==> config.mk <==
export PLATFORM = sky130hd
export DESIGN_NAME = afsp_packer
export DESIGN_NICKNAME = d
export VERILOG_FILES = /design/src/afsp_pkg.sv /design/src/afsp_packer.sv
export VERILOG_INCLUDE_DIRS = /design/src
export SDC_FILE = /design/constraint.sdc
export NUM_CORES = 1
export LEC_CHECK = 0
export ABC_AREA = 1
export BUFFER_PORTS_ARGS = -buffer_cell sky130_fd_sc_hd__clkbuf_2
export CAP_MARGIN = 20
export CORE_MARGIN = 2
export CORE_UTILIZATION = 45
export CTS_CLUSTER_SIZE = 12
export DETAILED_ROUTE_END_ITERATION = 12
export GPL_ROUTABILITY_DRIVEN = 0
export PLACE_DENSITY = 0.7
export SYNTH_ARGS = -nofsm -noshare
export SYNTH_HDL_FRONTEND = slang
export SYNTH_SLANG_ARGS = --single-unit
==> constraint.sdc <==
create_clock -name SYS_CLK -period 1.9 [get_ports SYS_CLK]
set_input_delay 0.38 -clock SYS_CLK [delete_from_list [all_inputs] [get_ports SYS_CLK]]
set_output_delay 0.38 -clock SYS_CLK [all_outputs]
set_load 0.05 [all_outputs]
==> src/afsp_map.svh <==
`ifndef AFSP_MAP_SVH
`define AFSP_MAP_SVH
// frame constants
`define AFSP_PREAMBLE      8'h3D
`define AFSP_ID_BASIC      24'h01_0001
`define AFSP_ID_EXTENDED   24'h01_0002
`define AFSP_LEN_BASIC     16'h000D
`define AFSP_CRC_BYTES     2'h2
// payload byte offsets
`define AFSP_OFS_CTRL      16'h0000
`define AFSP_OFS_X         16'h0001
`define AFSP_OFS_Y         16'h0005
`define AFSP_OFS_Z         16'h0009
// control byte field positions
`define AFSP_CTL_XV        0
`define AFSP_CTL_YV        1
`define AFSP_CTL_ZV        2
`define AFSP_CTL_USE       3
// status word bit positions
`define AFSP_SW_RSV_LSB    0
`define AFSP_SW_IMU_LSB    8
`define AFSP_SW_MAG_LSB    40
`define AFSP_SW_BARO_LSB   48
`define AFSP_SW_SAT_LSB    56
// register bus offsets
`define AFSP_REG_CTRL      4'h0
`define AFSP_REG_MODE      4'h1
`define AFSP_REG_STAT_LO   4'h2
`define AFSP_REG_STAT_HI   4'h3
`define AFSP_REG_FIELD_X_GAUSS      4'h4
`define AFSP_REG_FIELD_Y_GAUSS      4'h5
`define AFSP_REG_FIELD_Z_GAUSS      4'h6
`define AFSP_REG_RXINFO    4'h7
`define AFSP_REG_DROPS     4'h8
// reset values
`define AFSP_RST_WORD      32'h0000_0000
`endif

==> src/afsp_pkg.sv <==
package afsp_pkg;
  typedef enum logic [2:0] {
    AFSP_HUNT = 3'b000,
    AFSP_ID   = 3'b001,
    AFSP_LEN  = 3'b010,
    AFSP_PAY  = 3'b011,
    AFSP_CRC  = 3'b100
  } afsp_state_t;

  typedef enum logic [7:0] {
    AFSP_VERTICAL_REFERENCE_MODE = 8'h00,
    AFSP_ATTITUDE_HEADING_MODE   = 8'h01,
    AFSP_SATELLITE_INERTIAL_MODE = 8'h02,
    AFSP_PURE_INERTIAL_MODE      = 8'h03
  } afsp_mode_t;

  // inertial field, msb first in listed order; spare bits pad it to 32
  typedef struct packed {
    logic [6:0] spare;
    logic       rsv;
    logic [8:0] sync_count;
    logic [8:0] crc_fail_count;
    logic       sync_fail;
    logic       crc_fail;
    logic       gyro_fail;
    logic       accel_fail;
    logic       align_fail;
    logic       ready;
  } afsp_imu_t;

  typedef struct packed {
    logic [5:0] rsv;
    logic       valid_read;
    logic       ready;
  } afsp_sensor_t;

  typedef struct packed {
    logic [5:0] rsv;
    logic       second_ready;
    logic       first_ready;
  } afsp_sat_t;

  typedef struct packed {
    afsp_sat_t    sat;
    afsp_sensor_t baro;
    afsp_sensor_t mag;
    afsp_imu_t    imu;
    logic [7:0]   rsv;
  } afsp_status_t;

  typedef struct packed {
    logic [31:0] field_x_gauss;
    logic [31:0] field_y_gauss;
    logic [31:0] field_z_gauss;
    logic        x_axis_valid;
    logic        y_axis_valid;
    logic        z_axis_valid;
    logic        apply_measurement;
  } afsp_meas_t;

  typedef struct packed {
    logic       valid;
    logic [7:0] data;
  } afsp_byte_t;
endpackage

==> src/afsp_packer.sv <==
`timescale 1ns/1ps
`include "afsp_map.svh"
module afsp_packer
  import afsp_pkg::*;
#(
  parameter int MAX_PAYLOAD = 16'h005E
) (
  // clock and reset
  input  wire logic        SYS_CLK,
  input  wire logic        RESETN,
  // serial byte stream from the aiding device
  input  wire logic        RX_VALID,
  input  wire logic [7:0]  RX_DATA,
  // checksum verdict for the frame just ended
  input  wire logic        CRC_OK,
  // sensor status inputs
  input  wire afsp_imu_t   IMU_STATUS,
  input  wire afsp_sensor_t MAG_STATUS,
  input  wire afsp_sensor_t BARO_STATUS,
  input  wire afsp_sat_t   SAT_STATUS,
  // register port
  input  wire logic [3:0]  REG_ADDR,
  input  wire logic [31:0] REG_WDATA,
  input  wire logic        REG_WR,
  input  wire logic        REG_RD,
  output logic      [31:0] REG_RDATA,
  // decoded measurement
  output afsp_meas_t       MEAS,
  output logic             MEAS_STROBE,
  output logic             EXT_SEEN,
  // packed words
  output afsp_status_t     STATUS_WORD,
  output logic      [31:0] MODE_WORD
);

  typedef struct packed {
    afsp_state_t  st;
    logic [1:0]   cnt;
    logic [23:0]  id;
    logic [15:0]  len;
    logic [15:0]  idx;
    logic [7:0]   ctl;
    logic [95:0]  xyz;
    afsp_meas_t   meas;
    logic         strobe;
    logic         ext_seen;
    logic         enable;
    afsp_mode_t   mode;
    afsp_status_t stat;
    logic [31:0]  rdata;
    logic [15:0]  drops;
  } afsp_regs_t;

  afsp_regs_t r_q;
  afsp_regs_t r_d;

  // recognised identifier with a length we accept
  function automatic logic frame_known(input logic [23:0] id, input logic [15:0] len);
    frame_known = (id == `AFSP_ID_BASIC && len == `AFSP_LEN_BASIC)
               || (id == `AFSP_ID_EXTENDED && len <= 16'(MAX_PAYLOAD));
  endfunction

  logic good_end;
  assign good_end = r_q.st == AFSP_CRC && RX_VALID && r_q.cnt == 2'h1;

  // next-state logic
  always_comb begin
    r_d = r_q;
    r_d.strobe = 1'b0;
    r_d.stat.rsv = 8'h00;
    r_d.stat.imu = IMU_STATUS;
    r_d.stat.imu.rsv = 1'b0;
    // spare bits pad the field to 32
    r_d.stat.imu.spare = 7'h00;
    r_d.stat.mag = '{rsv: 6'h00, valid_read: MAG_STATUS.valid_read, ready: MAG_STATUS.ready};
    r_d.stat.baro = '{rsv: 6'h00, valid_read: BARO_STATUS.valid_read, ready: BARO_STATUS.ready};
    r_d.stat.sat = '{rsv: 6'h00, second_ready: SAT_STATUS.second_ready,
                     first_ready: SAT_STATUS.first_ready};
    if (RX_VALID && r_q.enable) begin
      unique case (r_q.st)
        AFSP_HUNT: begin
          if (RX_DATA == `AFSP_PREAMBLE) begin
            r_d.st = AFSP_ID;
            r_d.cnt = 2'h0;
          end
        end
        AFSP_ID: begin
          r_d.id = {RX_DATA, r_q.id[23:8]};
          r_d.cnt = r_q.cnt + 2'h1;
          if (r_q.cnt == 2'h2) begin
            r_d.st = AFSP_LEN;
            r_d.cnt = 2'h0;
          end
        end
        AFSP_LEN: begin
          r_d.len = {RX_DATA, r_q.len[15:8]};
          r_d.cnt = r_q.cnt + 2'h1;
          if (r_q.cnt == 2'h1) begin
            r_d.idx = 16'h0000;
            r_d.cnt = 2'h0;
            if (!frame_known(r_q.id, {RX_DATA, r_q.len[15:8]})) begin
              r_d.st = AFSP_HUNT;
              r_d.drops = r_q.drops + 16'h0001;
            end else if ({RX_DATA, r_q.len[15:8]} == 16'h0000) begin
              r_d.st = AFSP_CRC;
            end else begin
              r_d.st = AFSP_PAY;
            end
          end
        end
        AFSP_PAY: begin
          if (r_q.idx == `AFSP_OFS_CTRL) begin
            r_d.ctl = RX_DATA;
          end else if (r_q.idx < `AFSP_OFS_Z + 16'h0004) begin
            r_d.xyz = {RX_DATA, r_q.xyz[95:8]};
          end
          r_d.idx = r_q.idx + 16'h0001;
          if (r_q.idx + 16'h0001 == r_q.len) begin
            r_d.st = AFSP_CRC;
          end
        end
        AFSP_CRC: begin
          r_d.cnt = r_q.cnt + 2'h1;
          if (r_q.cnt == 2'h1) begin
            r_d.st = AFSP_HUNT;
            if (!CRC_OK || r_q.ctl[7:4] != 4'h0) begin
              r_d.drops = r_q.drops + 16'h0001;
            end else begin
              r_d.meas.field_x_gauss = r_q.xyz[31:0];
              r_d.meas.field_y_gauss = r_q.xyz[63:32];
              r_d.meas.field_z_gauss = r_q.xyz[95:64];
              r_d.meas.apply_measurement = r_q.ctl[`AFSP_CTL_USE];
              r_d.meas.x_axis_valid = r_q.ctl[`AFSP_CTL_XV] & r_q.ctl[`AFSP_CTL_USE];
              r_d.meas.y_axis_valid = r_q.ctl[`AFSP_CTL_YV] & r_q.ctl[`AFSP_CTL_USE];
              r_d.meas.z_axis_valid = r_q.ctl[`AFSP_CTL_ZV] & r_q.ctl[`AFSP_CTL_USE];
              r_d.strobe = 1'b1;
              if (r_q.id == `AFSP_ID_EXTENDED) begin
                r_d.ext_seen = 1'b1;
              end
            end
          end
        end
        default: begin
          r_d.st = AFSP_HUNT;
        end
      endcase
    end
    // register writes
    if (REG_WR) begin
      unique case (REG_ADDR)
        `AFSP_REG_CTRL: r_d.enable = REG_WDATA[0];
        `AFSP_REG_MODE: r_d.mode = afsp_mode_t'({6'h00, REG_WDATA[1:0]});
        `AFSP_REG_DROPS: r_d.drops = 16'h0000;
        default: ;
      endcase
      if (REG_ADDR == `AFSP_REG_CTRL && !REG_WDATA[0]) begin
        r_d.st = AFSP_HUNT;
      end
    end
    // register reads, data in the next cycle
    r_d.rdata = `AFSP_RST_WORD;
    if (REG_RD) begin
      unique case (REG_ADDR)
        `AFSP_REG_CTRL:    r_d.rdata = {31'h0000_0000, r_q.enable};
        `AFSP_REG_MODE:    r_d.rdata = {24'h00_0000, r_q.mode};
        `AFSP_REG_STAT_LO: r_d.rdata = r_q.stat[31:0];
        `AFSP_REG_STAT_HI: r_d.rdata = r_q.stat[63:32];
        `AFSP_REG_FIELD_X_GAUSS:    r_d.rdata = r_q.meas.field_x_gauss;
        `AFSP_REG_FIELD_Y_GAUSS:    r_d.rdata = r_q.meas.field_y_gauss;
        `AFSP_REG_FIELD_Z_GAUSS:    r_d.rdata = r_q.meas.field_z_gauss;
        `AFSP_REG_RXINFO:  r_d.rdata = {21'h00_0000, r_q.st, r_q.ext_seen, r_q.meas.apply_measurement,
                                        r_q.meas.z_axis_valid, r_q.meas.y_axis_valid,
                                        r_q.meas.x_axis_valid, 1'b0, 1'b0, 1'b0};
        `AFSP_REG_DROPS:   r_d.rdata = {16'h0000, r_q.drops};
        default:           r_d.rdata = `AFSP_RST_WORD;
      endcase
    end
  end

  // state register
  always_ff @(posedge SYS_CLK) begin
    if (!RESETN) begin
      r_q <= '0;
      r_q.enable <= 1'b1;
    end else begin
      r_q <= r_d;
    end
  end

  // outputs straight from flops
  assign REG_RDATA = r_q.rdata;
  assign MEAS = r_q.meas;
  assign MEAS_STROBE = r_q.strobe;
  assign EXT_SEEN = r_q.ext_seen;
  assign STATUS_WORD = r_q.stat;
  assign MODE_WORD = {24'h00_0000, r_q.mode};

  status_rsv_a: assert property (@(posedge SYS_CLK) disable iff (!RESETN)
    STATUS_WORD.rsv == 8'h00 && STATUS_WORD.imu.rsv == 1'b0
      && STATUS_WORD.imu.spare == 7'h00)
    else $error("status reserved bits not zero");
  imu_flags_a: assert property (@(posedge SYS_CLK) disable iff (!RESETN)
    ##1 STATUS_WORD[13:8] == $past(IMU_STATUS[5:0]))
    else $error("inertial flags misplaced");
  crc_count_a: assert property (@(posedge SYS_CLK) disable iff (!RESETN)
    ##1 STATUS_WORD[22:14] == $past(IMU_STATUS.crc_fail_count))
    else $error("checksum count misplaced");
  mag_byte_a: assert property (@(posedge SYS_CLK) disable iff (!RESETN)
    ##1 STATUS_WORD[47:40] == {6'h00, $past(MAG_STATUS.valid_read), $past(MAG_STATUS.ready)})
    else $error("magnetometer byte wrong");
  mode_word_a: assert property (@(posedge SYS_CLK) disable iff (!RESETN)
    MODE_WORD[31:8] == 24'h00_0000 && MODE_WORD[7:2] == 6'h00)
    else $error("mode word reserved bytes set");
  // frame accepted only after checksum state
  frame_end_a: assert property (@(posedge SYS_CLK) disable iff (!RESETN)
    MEAS_STROBE |-> $past(r_q.st) == AFSP_CRC && $past(frame_known(r_q.id, r_q.len)))
    else $error("strobe without good frame");
  crc_drop_a: assert property (@(posedge SYS_CLK) disable iff (!RESETN)
    good_end && r_q.enable && !CRC_OK |=> !MEAS_STROBE && r_q.st == AFSP_HUNT)
    else $error("bad checksum frame forwarded");
  use_gate_a: assert property (@(posedge SYS_CLK) disable iff (!RESETN)
    !MEAS.apply_measurement |-> !(MEAS.x_axis_valid | MEAS.y_axis_valid | MEAS.z_axis_valid))
    else $error("axis valid without use bit");
  sync_count_a: assert property (@(posedge SYS_CLK) disable iff (!RESETN)
    ##1 STATUS_WORD[31:23] == $past(IMU_STATUS.sync_count))
    else $error("sync count misplaced");
  baro_byte_a: assert property (@(posedge SYS_CLK) disable iff (!RESETN)
    ##1 STATUS_WORD[55:48] == {6'h00, $past(BARO_STATUS.valid_read), $past(BARO_STATUS.ready)})
    else $error("barometer byte wrong");
  sat_byte_a: assert property (@(posedge SYS_CLK) disable iff (!RESETN)
    ##1 STATUS_WORD[63:56] == {6'h00, $past(SAT_STATUS.second_ready), $past(SAT_STATUS.first_ready)})
    else $error("receiver byte wrong");
  strobe_pulse_a: assert property (@(posedge SYS_CLK) disable iff (!RESETN)
    MEAS_STROBE |=> !MEAS_STROBE)
    else $error("strobe longer than one cycle");
  len_drop_a: assert property (@(posedge SYS_CLK) disable iff (!RESETN)
    r_q.st == AFSP_LEN && r_q.cnt == 2'h1 && RX_VALID && r_q.enable
      && !frame_known(r_q.id, {RX_DATA, r_q.len[15:8]}) |=> r_q.st == AFSP_HUNT)
    else $error("bad length frame kept");
  // only the preamble leaves the hunt
  preamble_hunt_a: assert property (@(posedge SYS_CLK) disable iff (!RESETN)
    r_q.st == AFSP_HUNT && RX_VALID && RX_DATA != `AFSP_PREAMBLE
      |=> r_q.st == AFSP_HUNT)
    else $error("hunt left without preamble");
  ext_sticky_a: assert property (@(posedge SYS_CLK) disable iff (!RESETN)
    EXT_SEEN |=> EXT_SEEN)
    else $error("extended flag dropped");
  // measurement changes only with a strobe
  meas_hold_a: assert property (@(posedge SYS_CLK) disable iff (!RESETN)
    !MEAS_STROBE |-> $stable(MEAS))
    else $error("measurement changed without strobe");
endmodule

# After elaboration in Yosys (flattened, before gate mapping)
# Cells that the tools add are included.
# word_totals
regBits	382
latchBits	0
ram_bits	0
mem_bits_ro	0
input_bits	106
output_inout_bits	230
word_cells	131
memories	0
# classes
addsub	3
n_mul	0
div_mod_pow	0
n_lt_le_gt_ge	2
eq_ne	21
shifts	0
muxes	33
bitwise	5
reduce_logical	27
# ops
op	n
$mux W102	3
$pmux W32 S9	1
$mux W267	1
$mux W96	2
$mux W16	9
$mux W104	1
$pmux W16 S2	2
$eq A24 B17 Y1 const B	2
$add A16 B1 Y16 const B	2
$logic_not A16 Y1	2
$mux W24	1
$mux W3	6
$eq A16 B16 Y1	1
$eq A16 B4 Y1 const B	1
$eq A4 B3 Y1 const B	4
$le A16 B7 Y1 const B	1
$lt A16 B4 Y1 const B	1
$mux W5	3
$pmux W3 S5	1
$reduce_and A4 Y1	3
$reduce_and A2 Y1	5
$reduce_and A3 Y1	3
$eq A4 B2 Y1 const B	2
$eq A8 B6 Y1 const B	1
22 further kinds	33

# Logic depth before layout (Yosys ltp)
# depth
depth_word	9
mapped_depth	16
ltp_nobuf	15

# Worst setup path before layout
# OpenSTA, ideal clock, no wires.
# synth_path
kind	register to register
from	reg r_q[384] (netlist bit)
to	reg r_q, in the netlist MEAS[90]
setup_time_ns	0.070
arrival_ns	1.794
required_ns	1.830
setup_slack_ns	0.036
path_stages_with_launch	10
n_path_buf	3
synth_period_minus_slack_ns	1.864
cell_sequence	dfxtp_1 inv_1 ha_1 clkbuf_1 inv_1 nor4_4 buf_4 buf_2 o21ai_0 a21oi_1
# synth_between
elab_chain_len	2
# synth_rtl
element	line	source
start, declared	afsp_packer.sv:54	afsp_regs_t r_q;
start signal, assigned	afsp_packer.sv:186	r_q <= r_d;
$eq A2 B1 Y1	afsp_packer.sv:124	if (r_q.cnt == 2'h1) begin
$reduce_and A4 Y1 (no line)	--	
# Every way passes these cells.
# A chain may end at the register's enable or synchronous reset.

# Final worst setup path
# layout_path
from	reg r_q[386] (netlist bit)
to	reg r_q[251] (netlist bit)
# layout_between
elab_chain_len	2
# layout_rtl
element	line	source
$eq A3 B2 Y1	afsp_packer.sv:80	unique case (r_q.st)
$reduce_and A4 Y1 (no line)	--	
# Every way passes these cells.

==> flow_metrics.py <==
metrics = {
    "global_route": {
        "grt_pass1_vias": 13350,
        "grt_max_degree": 75,
        "grt_overflow": 0,
        "grt_pass1_wl_mm": 73.06,
        "antenna_found_initial": 1,
        "grtUsageTotal_pct": 24.05,
    },
    "critical_path": {
        "worstSetupPathType": "flop to flop",
        "startpoint": "r_q[386]",
        "arrival_ns": 2.43,
        "r2r_cells": 11,
        "cp_max_fo": 29,
        "reg2reg_slack_ns": -0.07,
        "worstReg2RegStart": "r_q[386]",
        "cp.required_ns": 2.36,
        "start_kind": "flop",
        "worst_setup_path_end_kind": "flop",
        "r2r_end": "r_q[251]",
    },
    "synthesis": {
        "synthCells": 2150,
        "synthArstFlopShare_pct": 0,
        "syn_avg_cell_area_um2": 7.500,
        "yosysWarningCount": 0,
        "ys_ff_latch": 348,
        "synth_common_cells": "dfxtp_1 (348), nand2_1 (328), a21oi_1 (295)",
        "synth-main-ff-cell": "dfxtp_1",
        "yosysSeqAreaShare_pct": 43.21,
        "synth_edf_count": 0,
        "netlist_top_cells_area": "dfxtp_1 (43%), buf_4 (11%), a21oi_1 (9.2%)",
        "synth.most_common_cell": "dfxtp_1",
        "ys_types": 40,
        "syn_area_um2": 16120,
        "synth_top_area_share_pct": 43.21,
        "synth.largest_area_cell": "dfxtp_1",
    },
    "cells_and_area": {
        "fin_area_um2": 18910,
        "diodes": 0,
        "area_growth_pct": 17.30,
        "drive_above_1_share_pct": 22.43,
        "nets": 2393,
    },
    "power": {
        "pwr-share-clk_pct": 47.1,
        "swShare_pct": 24.33,
        "combinationalPowerShare_pct": 5.6,
        "p_int_uw": 11740,
        "power_uw": 15510,
        "vdd_drop_max_v": 0.0007300,
        "p_sw_uw": 3774,
        "p_seq_share_pct": 47.4,
        "p_leak_uw": 0.008095,
        "power.density_nw_per_um2": 820.2,
    },
    "clock_network": {
        "numCtsBuffers": 39,
        "clockBufferDepth": 3,
        "htree_levels": 2,
        "cts.clk_slew.worst_paths_ns": 0.06,
        "clockRootBuffer": "clkbuf_16",
        "cts_tree": "built",
        "clkLatencyLatePin_ns": 0.55,
        "cts.sinks": 348,
    },
    "route": {
        "wl_mm": 47.75,
        "drtAntennaViolNets": 0,
        "drt_iter0_markers": 1212,
        "post-route-drc-count": 0,
        "wl_per_cell_um": 17.26,
        "vias_per_cell": 5.255,
        "dr.pass1.iters": 5,
        "vias": 14540,
    },
    "placed_design": {
        "hpwl_mm": 33.70,
        "postPlaceCellArea_um2": 16970,
        "portBuffers": 215,
    },
    "die": {
        "initial_core_util_pct": 45.55,
        "boundaryPins": 336,
        "core_area_um2": 35400,
        "die_y_um": 193.3,
        "die_area_um2": 37360,
        "die_w_um": 193.3,
        "fp-row-count": 69,
    },
    "status": {
        "outcome": "finished, violations left",
        "violations": "negative setup slack",
    },
    "sta": {
        "fin_crit_sh_pct": 103.8,
        "setup_violations": 42,
        "fin_ws_ns": -0.07211,
        "hold_viol": 0,
        "max_freq_mhz": 507.1,
        "min_period_ns": 1.972,
        "rsz0062_at_grt": "true",
        "drv_slew": 0,
        "finClkSkew_ns": 0.02174,
        "worstMarginPinSlew_ns": 0.6168,
        "worst_hold_slack_ns": 0.01448,
        "max-slew-margin-rel_pct": 58.84,
    },
    "worst_hold_path": {
        "worstHoldEndpoint": "STATUS_WORD[21]",
        "whs_path_depth": 3,
        "holdCritPathClass": "primary input to flop",
        "min_from": "IMU_STATUS[13]",
    },
    "job": {
        "cap_violations": 0,
    },
}
-- final cells by class --
type	count	area, µm²
tap	461	576.8
clock inverter	14	170.2
clock buffer	51	1061
fill	3305	16480
timing repair buffer	372	2673
multi-input combinational	1264	6460
inverter	256	970.9
sequential	348	7002
-- timing repair --
action | 4_1_cts | 5_1_grt
endpoints found under the hold margin | 8 | 0
pin swaps | 4 | 30
cloned | 0 | 7
endpoints found under the setup margin | 87 | 229
hold buffers | 8 | 0
setup buffers | 4 | 12
gates resized for setup | 13 | 96
-- kinds of logic (layout without fill, tap and decap cells) --
| family | Yosys count | after routing | synth area share, % |
|---|---|---|---|
| buf+inv | 601 | 693 | 19.80 |
| fa+ha+maj | 6 | 6 | 0.4656 |
| simple gates | 551 | 551 | 14.57 |
| xor+xnor | 18 | 18 | 1.071 |
| flops | 348 | 348 | 43.21 |
| other cells | 1 | 64 | 0.02326 |
| compound gates | 625 | 625 | 20.87 |
-- how the worst max path moves through the flow --
stage | endpoint | cells past startpoint
2_1_floorplan | MEAS[90] | 9
3_3_place_gp | r_q[386] | 14
3_5_place_dp | r_q[385] | 14
4_1_cts | r_q[5] | 13
5_1_grt | r_q[251] | 11
6_report | r_q[251] | 11
-- stage by stage --
stage	setup slack, ns	cells	utilization [%]	setup TNS, ns
3_5_place_dp	-0.1098	2670	47.94	-4.025
4_1_cts	0.001789	2747	51.86	0
2_1_floorplan	0.03577	2213	-	0
5_1_grt	-0.1926	2766	53.43	-12.26
3_3_place_gp	-0.08544	2670	47.94	-0.6473
6_report	-0.07211	2766	53.43	-0.8407
-- power by group through the flow --
stage               clock, µW  combinational [µW]  sequential, µW
floorplan                   0                 760            7510
global placement            0                 837            7520
detailed placement          0                 842            7520
CTS                      7400                 856            7360
global route             7700                 912            7350
finish                   7300                 866            7350
-- worst max-delay path: stages, from the launching register on --
cell     delay [ns]
dfxtp_1        0.38
inv_2          0.07
nor2_2         0.15
inv_2          0.07
nor2_2         0.13
inv_2          0.07
nor4_4         0.24
buf_4          0.19
buf_12         0.15
buf_12         0.17
o21ai_1        0.07
a21oi_1        0.19
-- placed cells by master, fill, tap and decap left out, drive strengths merged --
cell         netlist  layout
a211oi             5       5
a21oi            295     295
a221oi            26      26
a22o              14      14
a311oi             1       1
a31oi              6       6
a41oi              2       2
and3               2       2
buf              274     144
bufinv             0       2
clkbuf            71     271
clkinv             3      13
conb               1      64
dfxtp            348     348
dlygate4sd3        0       8
ha                 6       6
inv              253     255
nand2            330     330
nand3            102     102
nand3b             2       2
nand4             21      21
nor2              75      75
nor3              13      13
nor4               5       5
o211ai            16      16
o21ai            255     255
o22ai              4       4
o41ai              1       1
or2                1       1
xnor2              3       3
xor2              14      14
xor3               1       1
-- registers in the layout, indices dropped and copies added (netlist names) --
| signal | cells |
|---|---|
| EXT_SEEN | 1 |
| MEAS | 100 |
| r_q | 182 |
| REG_RDATA | 32 |
| MODE_WORD | 2 |
| STATUS_WORD | 30 |
| MEAS_STROBE | 1 |
-- metal layers --
metal	GRT usage, %	wire (µm)	share of wire (%)	up-vias
met1	31.53	20570	43	6741
met5	0	18	0.038	-
met4	10.35	1995	4.2	2
met2	38.24	21340	45	634
met3	5.213	3834	8.0	103
li1	-	-	-	7056
Note: power is estimated with default switching activity, not from simulation.
